===== config.mk =====
export PLATFORM = sky130hd
export DESIGN_NAME = gprb_bank
export DESIGN_NICKNAME = d
export VERILOG_FILES = /design/src/rtl/gprb_pkg.sv /design/src/rtl/gprb_access_if.sv /design/src/rtl/gprb_regfile.sv /design/src/rtl/gprb_bank.sv
export VERILOG_INCLUDE_DIRS = /design/src /design/src/rtl
export SDC_FILE = /design/constraint.sdc
export NUM_CORES = 1
export LEC_CHECK = 0
export BUFFER_PORTS_ARGS = -buffer_cell sky130_fd_sc_hd__buf_2
export CAP_MARGIN = 15
export CELL_PAD_IN_SITES_DETAIL_PLACEMENT = 2
export CELL_PAD_IN_SITES_GLOBAL_PLACEMENT = 2
export CORE_ASPECT_RATIO = 0.7
export CORE_MARGIN = 8
export CORE_UTILIZATION = 28
export CTS_CLUSTER_DIAMETER = 80
export DETAILED_ROUTE_END_ITERATION = 6
export PLACE_DENSITY_LB_ADDON = 0.25
export SLEW_MARGIN = 0
export SYNTH_ARGS = -nofsm -noshare
export SYNTH_HDL_FRONTEND = slang
export SYNTH_SLANG_ARGS = --single-unit

===== constraint.sdc =====
create_clock -name clk_sys -period 1.95 [get_ports clk_sys]
set_input_delay 0.2925 -clock clk_sys [delete_from_list [all_inputs] [get_ports clk_sys]]
set_output_delay 0.2925 -clock clk_sys [all_outputs]
set_load 0.05 [all_outputs]

===== src/rtl/gprb_params.svh =====
// Offsets, field positions, reset values and timing counts of the global page register bank
`ifndef GPRB_PARAMS_SVH
`define GPRB_PARAMS_SVH
`define GPRB_GLOBAL_SPAN 8'h10
`define GPRB_UC_BASE 16'hA000
`define GPRB_OFF_ID_RST 4'h0
`define GPRB_OFF_PAGE 4'h1
`define GPRB_OFF_SW_FLT 4'h2
`define GPRB_OFF_REG_FLT 4'h3
`define GPRB_OFF_REG_EN 4'h4
`define GPRB_OFF_SW_EN 4'h5
`define GPRB_RST_BIT 7
`define GPRB_PAGE_W 2
`define GPRB_SW_FLT_W 4
`define GPRB_REG_W 7
`define GPRB_RST_PAGE 2'h0
`define GPRB_RST_REG_EN 7'h00
`define GPRB_RST_SW_EN 8'h00
`define GPRB_SW_EN_MASK 8'h9F
`define GPRB_RST_PULSE 4'h8
`endif


===== src/rtl/gprb_pkg.sv =====
// Types shared by the global page register bank
package gprb_pkg;
   typedef enum logic [1:0] {GPRB_IDLE, GPRB_HOST, GPRB_UC} gprb_grant_t;
   typedef logic [7:0] gprb_byte_t;
endpackage


===== src/rtl/gprb_access_if.sv =====
// Arbitrated byte access between arbiter and register file
`timescale 1ns/1ns
`default_nettype none
interface gprb_access_if;
   logic wr;
   logic [3:0] idx;
   logic [7:0] wdata;
   modport arb (output wr, output idx, output wdata);
   modport regs (input wr, input idx, input wdata);
endinterface
`default_nettype wire


===== src/rtl/gprb_regfile.sv =====
// Storage of writable global registers
`timescale 1ns/1ns
`default_nettype none
`include "gprb_params.svh"
module gprb_regfile (
   input wire logic clk_sys,
   input wire logic srst,
   gprb_access_if.regs acc,
   output logic [1:0] page,
   output logic [6:0] reg_en,
   output logic [7:0] sw_en,
   output logic rst_req
);
   import gprb_pkg::*;
   logic [1:0] next_page;
   logic [6:0] next_reg_en;
   logic [7:0] next_sw_en;
   logic next_rst_req;
   // Byte writes, reserved bits dropped
   always_comb begin
      next_page = page;
      next_reg_en = reg_en;
      next_sw_en = sw_en;
      next_rst_req = 1'b0;
      if (acc.wr) begin
         unique case (acc.idx)
            `GPRB_OFF_ID_RST: next_rst_req = acc.wdata[`GPRB_RST_BIT];
            `GPRB_OFF_PAGE: next_page = acc.wdata[1:0];
            `GPRB_OFF_REG_EN: next_reg_en = acc.wdata[6:0];
            `GPRB_OFF_SW_EN: next_sw_en = acc.wdata & `GPRB_SW_EN_MASK;
            default: ;
         endcase
      end
   end
   // Register stage
   always_ff @(posedge clk_sys) begin
      if (srst) begin
         page <= `GPRB_RST_PAGE;
         reg_en <= `GPRB_RST_REG_EN;
         sw_en <= `GPRB_RST_SW_EN;
         rst_req <= 1'b0;
      end else begin
         page <= next_page;
         reg_en <= next_reg_en;
         sw_en <= next_sw_en;
         rst_req <= next_rst_req;
      end
   end
endmodule
`default_nettype wire


===== src/rtl/gprb_bank.sv =====
// Global page register bank with serial-slave and microcontroller access
`timescale 1ns/1ns
`default_nettype none
`include "gprb_params.svh"
module gprb_bank #(
   parameter logic [6:0] CHIP_ID = 7'h11 // Arbitrary identifier value
) (
   input wire logic clk_sys,
   input wire logic srst,
   input wire logic host_start,
   input wire logic [7:0] host_addr,
   input wire logic host_req,
   input wire logic host_wr,
   input wire logic [7:0] host_wdata,
   output logic host_ack,
   output logic [7:0] host_rdata,
   output logic host_global,
   output logic [7:0] host_ptr,
   input wire logic uc_req,
   input wire logic uc_wr,
   input wire logic [15:0] uc_addr,
   input wire logic [7:0] uc_wdata,
   output logic uc_ack,
   output logic [7:0] uc_rdata,
   output logic uc_hit,
   input wire logic [3:0] sw_fault,
   input wire logic [6:0] reg_fault,
   output logic [1:0] page_sel,
   output logic [6:0] reg_on,
   output logic [7:0] sw_on,
   output logic sys_reset
);
   import gprb_pkg::*;
   gprb_access_if acc ();
   logic [3:0] sw_fault_m, sw_fault_s;
   logic [6:0] reg_fault_m, reg_fault_s;
   logic [1:0] page;
   logic [6:0] reg_en;
   logic [7:0] sw_en;
   logic rst_req;
   logic [7:0] next_host_ptr, next_host_rdata, next_uc_rdata;
   logic next_host_ack, next_uc_ack, next_host_global, next_uc_hit;
   gprb_grant_t grant;
   logic uc_in_window;
   logic host_take, uc_take;
   logic [3:0] rst_cnt, next_rst_cnt;
   logic next_sys_reset;
   // Microcontroller window base, upper twelve bits decoded
   localparam logic [15:0] UC_BASE = `GPRB_UC_BASE;

   // Read mux for a global offset
   function automatic gprb_byte_t read_global(input logic [3:0] idx);
      unique case (idx)
         `GPRB_OFF_ID_RST: read_global = {1'b0, CHIP_ID};
         `GPRB_OFF_PAGE: read_global = {6'h00, page};
         `GPRB_OFF_SW_FLT: read_global = {4'h0, sw_fault_s};
         `GPRB_OFF_REG_FLT: read_global = {1'b0, reg_fault_s};
         `GPRB_OFF_REG_EN: read_global = {1'b0, reg_en};
         `GPRB_OFF_SW_EN: read_global = sw_en;
         default: read_global = 8'h00;
      endcase
   endfunction

   // Global window test, used on the host side only
   function automatic logic is_global(input logic [7:0] off);
      is_global = off < `GPRB_GLOBAL_SPAN;
   endfunction

   // Fault pins come from analog blocks: two-stage sync
   always_ff @(posedge clk_sys) begin
      if (srst) begin
         sw_fault_m <= 4'h0;
         sw_fault_s <= 4'h0;
         reg_fault_m <= 7'h00;
         reg_fault_s <= 7'h00;
      end else begin
         sw_fault_m <= sw_fault;
         sw_fault_s <= sw_fault_m;
         reg_fault_m <= reg_fault;
         reg_fault_s <= reg_fault_m;
      end
   end

   assign uc_in_window = (uc_addr[15:4] == UC_BASE[15:4]);

   // Byte requests as the arbiter sees them
   assign host_take = host_req && !host_start;
   // No take in the answer cycle, so a request still standing there is not served twice
   assign uc_take = uc_req && !uc_ack;

   // Arbiter: serial slave has strict priority
   always_comb begin
      grant = GPRB_IDLE;
      if (host_take) begin
         grant = GPRB_HOST;
      end else if (uc_take) begin
         grant = GPRB_UC;
      end
      acc.wr = 1'b0;
      acc.idx = 4'h0;
      acc.wdata = host_wdata;
      unique case (grant)
         GPRB_HOST: begin
            acc.wr = host_wr && is_global(host_ptr);
            acc.idx = host_ptr[3:0];
         end
         GPRB_UC: begin
            acc.wr = uc_wr && uc_in_window;
            acc.idx = uc_addr[3:0];
            acc.wdata = uc_wdata;
         end
         GPRB_IDLE: ;
      endcase
   end

   gprb_regfile u_regs (
      .clk_sys(clk_sys),
      .srst(srst),
      .acc(acc),
      .page(page),
      .reg_en(reg_en),
      .sw_en(sw_en),
      .rst_req(rst_req)
   );

   // Host pointer, answer and read byte
   always_comb begin
      next_host_ptr = host_ptr;
      next_host_ack = 1'b0;
      next_host_rdata = host_rdata;
      next_host_global = host_global;
      if (host_start) begin
         next_host_ptr = host_addr;
         next_host_global = is_global(host_addr);
      end else if (grant == GPRB_HOST) begin
         next_host_ack = 1'b1;
         next_host_rdata = is_global(host_ptr) ? read_global(host_ptr[3:0]) : 8'h00;
         next_host_ptr = host_ptr + 8'h01;
         next_host_global = is_global(host_ptr + 8'h01);
      end
   end

   // Microcontroller answer and read byte
   always_comb begin
      next_uc_ack = 1'b0;
      next_uc_rdata = uc_rdata;
      next_uc_hit = uc_hit;
      if (grant == GPRB_UC) begin
         next_uc_ack = 1'b1;
         next_uc_hit = uc_in_window;
         next_uc_rdata = uc_in_window ? read_global(uc_addr[3:0]) : 8'h00;
      end
   end

   // Stretch the reset request into a pulse of fixed length
   always_comb begin
      next_rst_cnt = rst_cnt;
      if (rst_req) begin
         next_rst_cnt = `GPRB_RST_PULSE;
      end else if (rst_cnt != 4'h0) begin
         next_rst_cnt = rst_cnt - 4'h1;
      end
      next_sys_reset = (next_rst_cnt != 4'h0);
   end

   // Host side registers; pointer starts inside the global window
   always_ff @(posedge clk_sys) begin
      if (srst) begin
         host_ptr <= 8'h00;
         host_ack <= 1'b0;
         host_rdata <= 8'h00;
         host_global <= 1'b1;
      end else begin
         host_ptr <= next_host_ptr;
         host_ack <= next_host_ack;
         host_rdata <= next_host_rdata;
         host_global <= next_host_global;
      end
   end

   // Microcontroller side registers
   always_ff @(posedge clk_sys) begin
      if (srst) begin
         uc_ack <= 1'b0;
         uc_rdata <= 8'h00;
         uc_hit <= 1'b0;
      end else begin
         uc_ack <= next_uc_ack;
         uc_rdata <= next_uc_rdata;
         uc_hit <= next_uc_hit;
      end
   end

   // Reset pulse counter and its output flop
   always_ff @(posedge clk_sys) begin
      if (srst) begin
         rst_cnt <= 4'h0;
         sys_reset <= 1'b0;
      end else begin
         rst_cnt <= next_rst_cnt;
         sys_reset <= next_sys_reset;
      end
   end

   // Registered copies of page and enables for the power blocks
   always_ff @(posedge clk_sys) begin
      if (srst) begin
         page_sel <= `GPRB_RST_PAGE;
         reg_on <= `GPRB_RST_REG_EN;
         sw_on <= `GPRB_RST_SW_EN;
      end else begin
         page_sel <= page;
         reg_on <= reg_en;
         sw_on <= sw_en;
      end
   end
endmodule
`default_nettype wire


### After elaboration in Yosys (flattened, before gate mapping)

Cells that the tools add are included.

| cells by class | value |
|---|---|
| mux-type cells | 17 |
| add/sub/neg operators | 2 |
| reduce and logical (&&, ||, !) cells | 18 |
| magnitude comparators | 3 |
| bitwise gates (word level) | 3 |
| eq/ne operators | 16 |

Operator list:

| operator | number |
|---|---|
| $pmux W8 S6 | 2 |
| $mux W8 | 5 |
| $eq A4 B3 Y1 const B | 6 |
| $lt A8 B5 Y1 const B | 3 |
| $eq A4 B2 Y1 const B | 4 |
| $eq A12 B12 Y1 const B | 1 |
| $eq A4 B1 Y1 const B | 3 |
| $logic_not A4 Y1 | 3 |
| $add A8 B1 Y8 const B | 1 |
| $mux W4 | 2 |
| $pmux W4 S2 | 1 |
| $reduce_and A2 Y1 | 4 |
| $reduce_bool A4 Y1 | 2 |
| $logic_and A1 B1 Y1 | 4 |
| $mux W1 | 4 |
| $mux W2 | 2 |
| $sub A4 B1 Y4 const B | 1 |
| $not A1 Y1 | 3 |
| $reduce_or A3 Y1 | 1 |
| $eq A2 B1 Y1 const B | 1 |
| $eq A2 B2 Y1 const B | 1 |
| $logic_not A1 Y1 | 2 |
| $pmux W1 S2 | 1 |
| $reduce_bool A2 Y1 | 1 |
| $reduce_or A2 Y1 | 1 |

| storage, ports and cells | value |
|---|---|
| input bits | 58 |
| register bits | 86 |
| output and inout port bits | 46 |

### Longest topological paths before layout

| logic depth | value |
|---|---|
| depth after elaboration | 9 |
| mapped depth | 8 |
| gate-level depth less buffers | 7 |

### Cells and area by module

From an unflattened synthesis, not the netlist that was laid out.

| second synthesis, totals | value |
|---|---|
| cells, all modules | 428 |
| area, all modules | 3,975.1 um^2 |

By module, submodules not included:

| module | area an instance (um^2) | seq. area each (um^2) | cells an instance | instances |
|---|---|---|---|---|
| gprb_bank | 3,251.9 | 1,441.4 | 358 | 1 |
| gprb_regfile | 723.2 | 320.3 | 70 | 1 |

### Worst setup path after synthesis

Ideal clock, no wire load.

| timing path | value |
|---|---|
| kind | reg2reg |
| start | register uc_ack |
| end | register u_regs.reg_en[0] |
| setup slack | -0.308 ns |
| buffers on the path | 2 |
| period minus slack after synthesis | 2.258 ns |
| arrival | 2.137 ns |
| stages on the path, launching flop included | 8 |
| cells stage by stage | dfxtp_1 nor2b_1 and2_1 clkbuf_1 a22o_1 or3_1 buf_6 mux2_4 |

| between the ends | value |
|---|---|
| word-level cells in the longest chain between the ends | 8 |

Ends and longest elaborated chain:

| what | RTL line | RTL |
|---|---|---|
| from (decl) | gprb_bank.sv:23 | `output logic uc_ack,` |
| from (signal assigned) | gprb_bank.sv:188 | `uc_ack <= next_uc_ack;` |
| $logic_not A1 Y1 * | gprb_bank.sv:89 | `assign uc_take = uc_req && !uc_ack;` |
| $logic_and A1 B1 Y1 * | gprb_bank.sv:89 |  |
| $mux W2 * | gprb_bank.sv:96 | `end else if (uc_take) begin` |
| $mux W2 * | gprb_bank.sv:94 | `if (host_take) begin` |
| $eq A2 B2 Y1 or $eq A2 B1 Y1 (tied branches) | gprb_bank.sv:102 | `unique case (grant)` |
| $pmux W4 S2 | gprb_bank.sv:102 |  |
| $eq A4 B3 Y1 | gprb_regfile.sv:26 | `unique case (acc.idx)` |
| $reduce_and A2 Y1 (no line) | -- |  |
| to (signal assigned) | gprb_regfile.sv:39 | `` reg_en <= `GPRB_RST_REG_EN; `` |
| to (signal assigned) | gprb_regfile.sv:44 | `reg_en <= next_reg_en;` |
| to (decl) | gprb_regfile.sv:10 | `output logic [6:0] reg_en,` |

Every way passes the cells marked *; elsewhere a longest branch is shown, timed or not.
A chain may end at the register's enable or synchronous reset.

### Final worst setup path

| timing path | value |
|---|---|
| start | register host_ptr[5] |
| end | register u_regs.reg_en[5] |

| between the ends | value |
|---|---|
| word-level cells in the longest chain between the ends | 4 |

Ends and longest elaborated chain:

| what | RTL line | RTL |
|---|---|---|
| from (decl) | gprb_bank.sv:18 | `output logic [7:0] host_ptr,` |
| from (signal assigned) | gprb_bank.sv:174 | `host_ptr <= next_host_ptr;` |
| $lt A8 B5 Y1 (no line) | -- |  |
| $logic_and A1 B1 Y1 | gprb_bank.sv:104 | `acc.wr = host_wr && is_global(host_ptr);` |
| $pmux W1 S2 | gprb_bank.sv:102 |  |
| $reduce_and A2 Y1 (no line) | -- |  |

Every way passes these cells.

==> flow_summary.json <==
{
  "status": "complete, but fails checks",
  "failed_checks": "setup timing",
  "worstPathMaxFanout": 7,
  "critPathSlowestCell": "or3_1",
  "clock_sinks": 86,
  "fin_setup_tns_ns": -0.002945,
  "cp_top_family": "simple AND/OR/NAND/NOR gates",
  "dpl.hpwl_um": 9777,
  "fillers": 1450,
  "end_kind": "register",
  "cts_tree": "done",
  "synth_most_common_cell": "dfxtp_1",
  "fin_util_pct": 37.22,
  "ys.flop_type": "dfxtp_1",
  "ys_seq_area_share_pct": 47.04,
  "stdcell_count": 679,
  "ff2ff_path_depth": 6,
  "synth_edf_count": 0,
  "antenna_found_initial": 0,
  "maxCapViolCount": 0,
  "drt_iter0_markers": 141,
  "drt_wl_total_um": 12480,
  "crit_path_start_kind": "register",
  "drive_above_1_share_pct": 35.87,
  "antennaDiodeCount": 0,
  "io_buffers": 101,
  "fmax_ghz": 0.5125,
  "slowest_delay_ns": 0.36,
  "clock_path_buffers": 2,
  "fp.dieH_um": 111.7,
  "track_usage_pct": 14.74,
  "htreeDepth": 3,
  "path_cells": "nor4_4, nand4_1, o41a_1, or3_1, buf_6, mux2_4",
  "rsz0062_at_grt": "true",
  "drcViolationCount": 0,
  "core_area_mm2": 0.01296,
  "synth_seq_cells": 86,
  "viasPerCell": 4.831,
  "min_path_cells": 2,
  "grt_pass1_wl_um": 20020,
  "skew_ns": 0.006316,
  "yosysTopAreaCell": "dfxtp_1",
  "die_x_um": 152.6,
  "syn_to_final_growth_pct": 31.83,
  "nNetsFinal": 571,
  "grt_max_degree": 28,
  "path_class": "register to register",
  "synthTopCellsByArea": "dfxtp_1 (47%), nor2b_1 (7.4%), nor2_1 (4.0%)",
  "start_util_pct": 28.23,
  "synthCells": 389,
  "hold_violations": 0,
  "drtAntennaViolNets": 0,
  "synth_top_area_share_pct": 47.04,
  "boundaryPins": 104,
  "dp_cells": 661,
  "clk_pin_slew_ns": 0.07,
  "arrival_ns": 2.18,
  "period_share_pct": 100.1,
  "p_leak_nw": 2.134,
  "min_period_ns": 1.951,
  "place_congestion": 0.7597,
  "async_flop_share_pct": 0,
  "relSlewSlack_pct": 65.01,
  "gr-total-overflow": 0,
  "vias": 3280,
  "required_ns": 2.18,
  "drv_slew": 0,
  "tightestPinTransition_ns": 0.5249,
  "worst_slack_ns": -0.001120,
  "hold_path_class": "input port to register",
  "rows": 35,
  "cp.depth": 6,
  "numCtsBuffers": 9,
  "yosysUniqueCellTypes": 52,
  "cts_root_buf": "clkbuf_16",
  "postCtsHoldBufs": 0,
  "clk_latency_ns": 0.34,
  "wl_per_cell_um": 18.39,
  "power_density_mw_per_mm2": 883.1,
  "drt_pass1_iterations": 5,
  "grt_pass1_vias": 3636,
  "synth_common_cells": "dfxtp_1 (86), nor2b_1 (43), nor2_1 (39)",
  "finalSetupViolCount": 4,
  "critPathBufInv": 1,
  "synth_warnings": 0,
  "dieArea_mm2": 0.01704,
  "avgSynthCellArea_um2": 9.408,
  "ir_drop_mv": 0.3830,
  "syn_area_mm2": 0.003660
}
logic make-up after synthesis:
logic type	after synthesis	synth area share, %
XOR/XNOR	12	2.872
buffers and inverters	35	4.444
AND/OR/NAND/NOR	152	22.15
AO/OA/AOI/OAI	77	14.63
multiplexers	21	7.043
flip-flops	86	47.04
other	1	0.1025
adder cells (fa/ha/maj)	5	1.709
per-stage QoR:
stage | hold slack [ns] | total power [W] | worst slack (ns) | area [um2]
2_1_floorplan | 0.3726 | 0.002410 | -0.004285 | 3699
3_3_place_gp | 0.4291 | 0.002631 | -0.1743 | 4502
3_5_place_dp | 0.4319 | 0.002674 | -0.2364 | 4502
4_1_cts | 0.1417 | 0.004320 | 0.004361 | 4815
5_1_grt | 0.1481 | 0.004465 | -0.08485 | 4825
6_report | 0.1548 | 0.004261 | -0.001120 | 4825
area by class of cell:
class                           instances  area [um2]  area share, %
Multi-Input combinational cell        269        1813          37.58
Sequential cell                        86        1730          35.87
Timing Repair Buffer                  136       772.0          16.00
Clock buffer                            9       225.2          4.668
Tap cell                              166       207.7          4.305
Clock inverter                          7       53.80          1.115
Inverter                                6       22.52         0.4668
sequential cells by signal (all words and copies together), names as in the netlist:
| name | flops |
|---|---|
| u_regs.page | 2 |
| u_regs.rst_req | 1 |
| rst_cnt | 4 |
| u_regs.reg_en | 7 |
| uc_rdata | 8 |
| u_regs.sw_en | 6 |
| page_sel | 2 |
| sw_fault_m | 4 |
| uc_hit | 1 |
| host_global | 1 |
| host_ack | 1 |
| sw_fault_s | 4 |
| reg_fault_s | 7 |
| sys_reset | 1 |
| reg_on | 7 |
| host_ptr | 8 |
| host_rdata | 8 |
| uc_ack | 1 |
| sw_on | 6 |
| reg_fault_m | 7 |
metal layers:
metal	vias up	wire length, um	track usage (%)
li1	1600	-	-
met1	1601	5926	18.13
met2	69	5883	24.50
met3	10	560	4.721
met4	0	114	3.811
met5	-	0	0
placed cells by master, fill, tap and decap left out, types with 2 or more instances in the layout:
cell / netlist / layout
nor2_1: 39 / 39
nand2_1: 25 / 25
mux2_4: 7 / 7
nand3_1: 9 / 9
a32oi_1: 2 / 2
nand2b_1: 4 / 4
a211oi_1: 4 / 4
clkbuf_16: 0 / 9
o21ai_0: 6 / 5
nor2b_1: 43 / 42
inv_1: 6 / 6
nor4b_2: 2 / 2
nor3_1: 8 / 8
nand4_1: 5 / 5
a32o_1: 4 / 4
a221oi_1: 6 / 6
and3_1: 2 / 2
xnor2_1: 6 / 6
xor2_1: 6 / 6
buf_2: 1 / 101
mux2i_1: 4 / 4
a21oi_1: 26 / 26
a22oi_1: 18 / 18
mux2_2: 10 / 10
inv_6: 0 / 4
conb_1: 1 / 2
dfxtp_2: 0 / 4
or3_1: 2 / 2
buf_4: 3 / 34
dfxtp_1: 86 / 81
o21ai_1: 1 / 2
clkinv_2: 0 / 2
nor3b_1: 3 / 3
ha_1: 5 / 4
power breakdown:
part	internal, W	switching, W
Sequential	0.00184	0.0000608
Combinational	0.000286	0.000457
Clock	0.000879	0.000741
Total	0.00300	0.00126
what timing repair did:
action	CTS	global route
cloned	0	0
setup buffers	1	1
gates resized for setup	4	2
pin swaps	2	0
setup endpoints to repair	13	18
final timing paths:
check	startpoint	end	slack (ns)
hold reg to reg	reg_fault_m[1]	reg_fault_s[1]	0.44
hold / removal	sw_fault[1]	sw_fault_m[1]	0.15
setup reg to reg	host_ptr[5]	u_regs.reg_en[5]	-0.001
setup / recovery	host_ptr[5]	u_regs.reg_en[5]	-0.001
(Power assumes the default switching activity.)
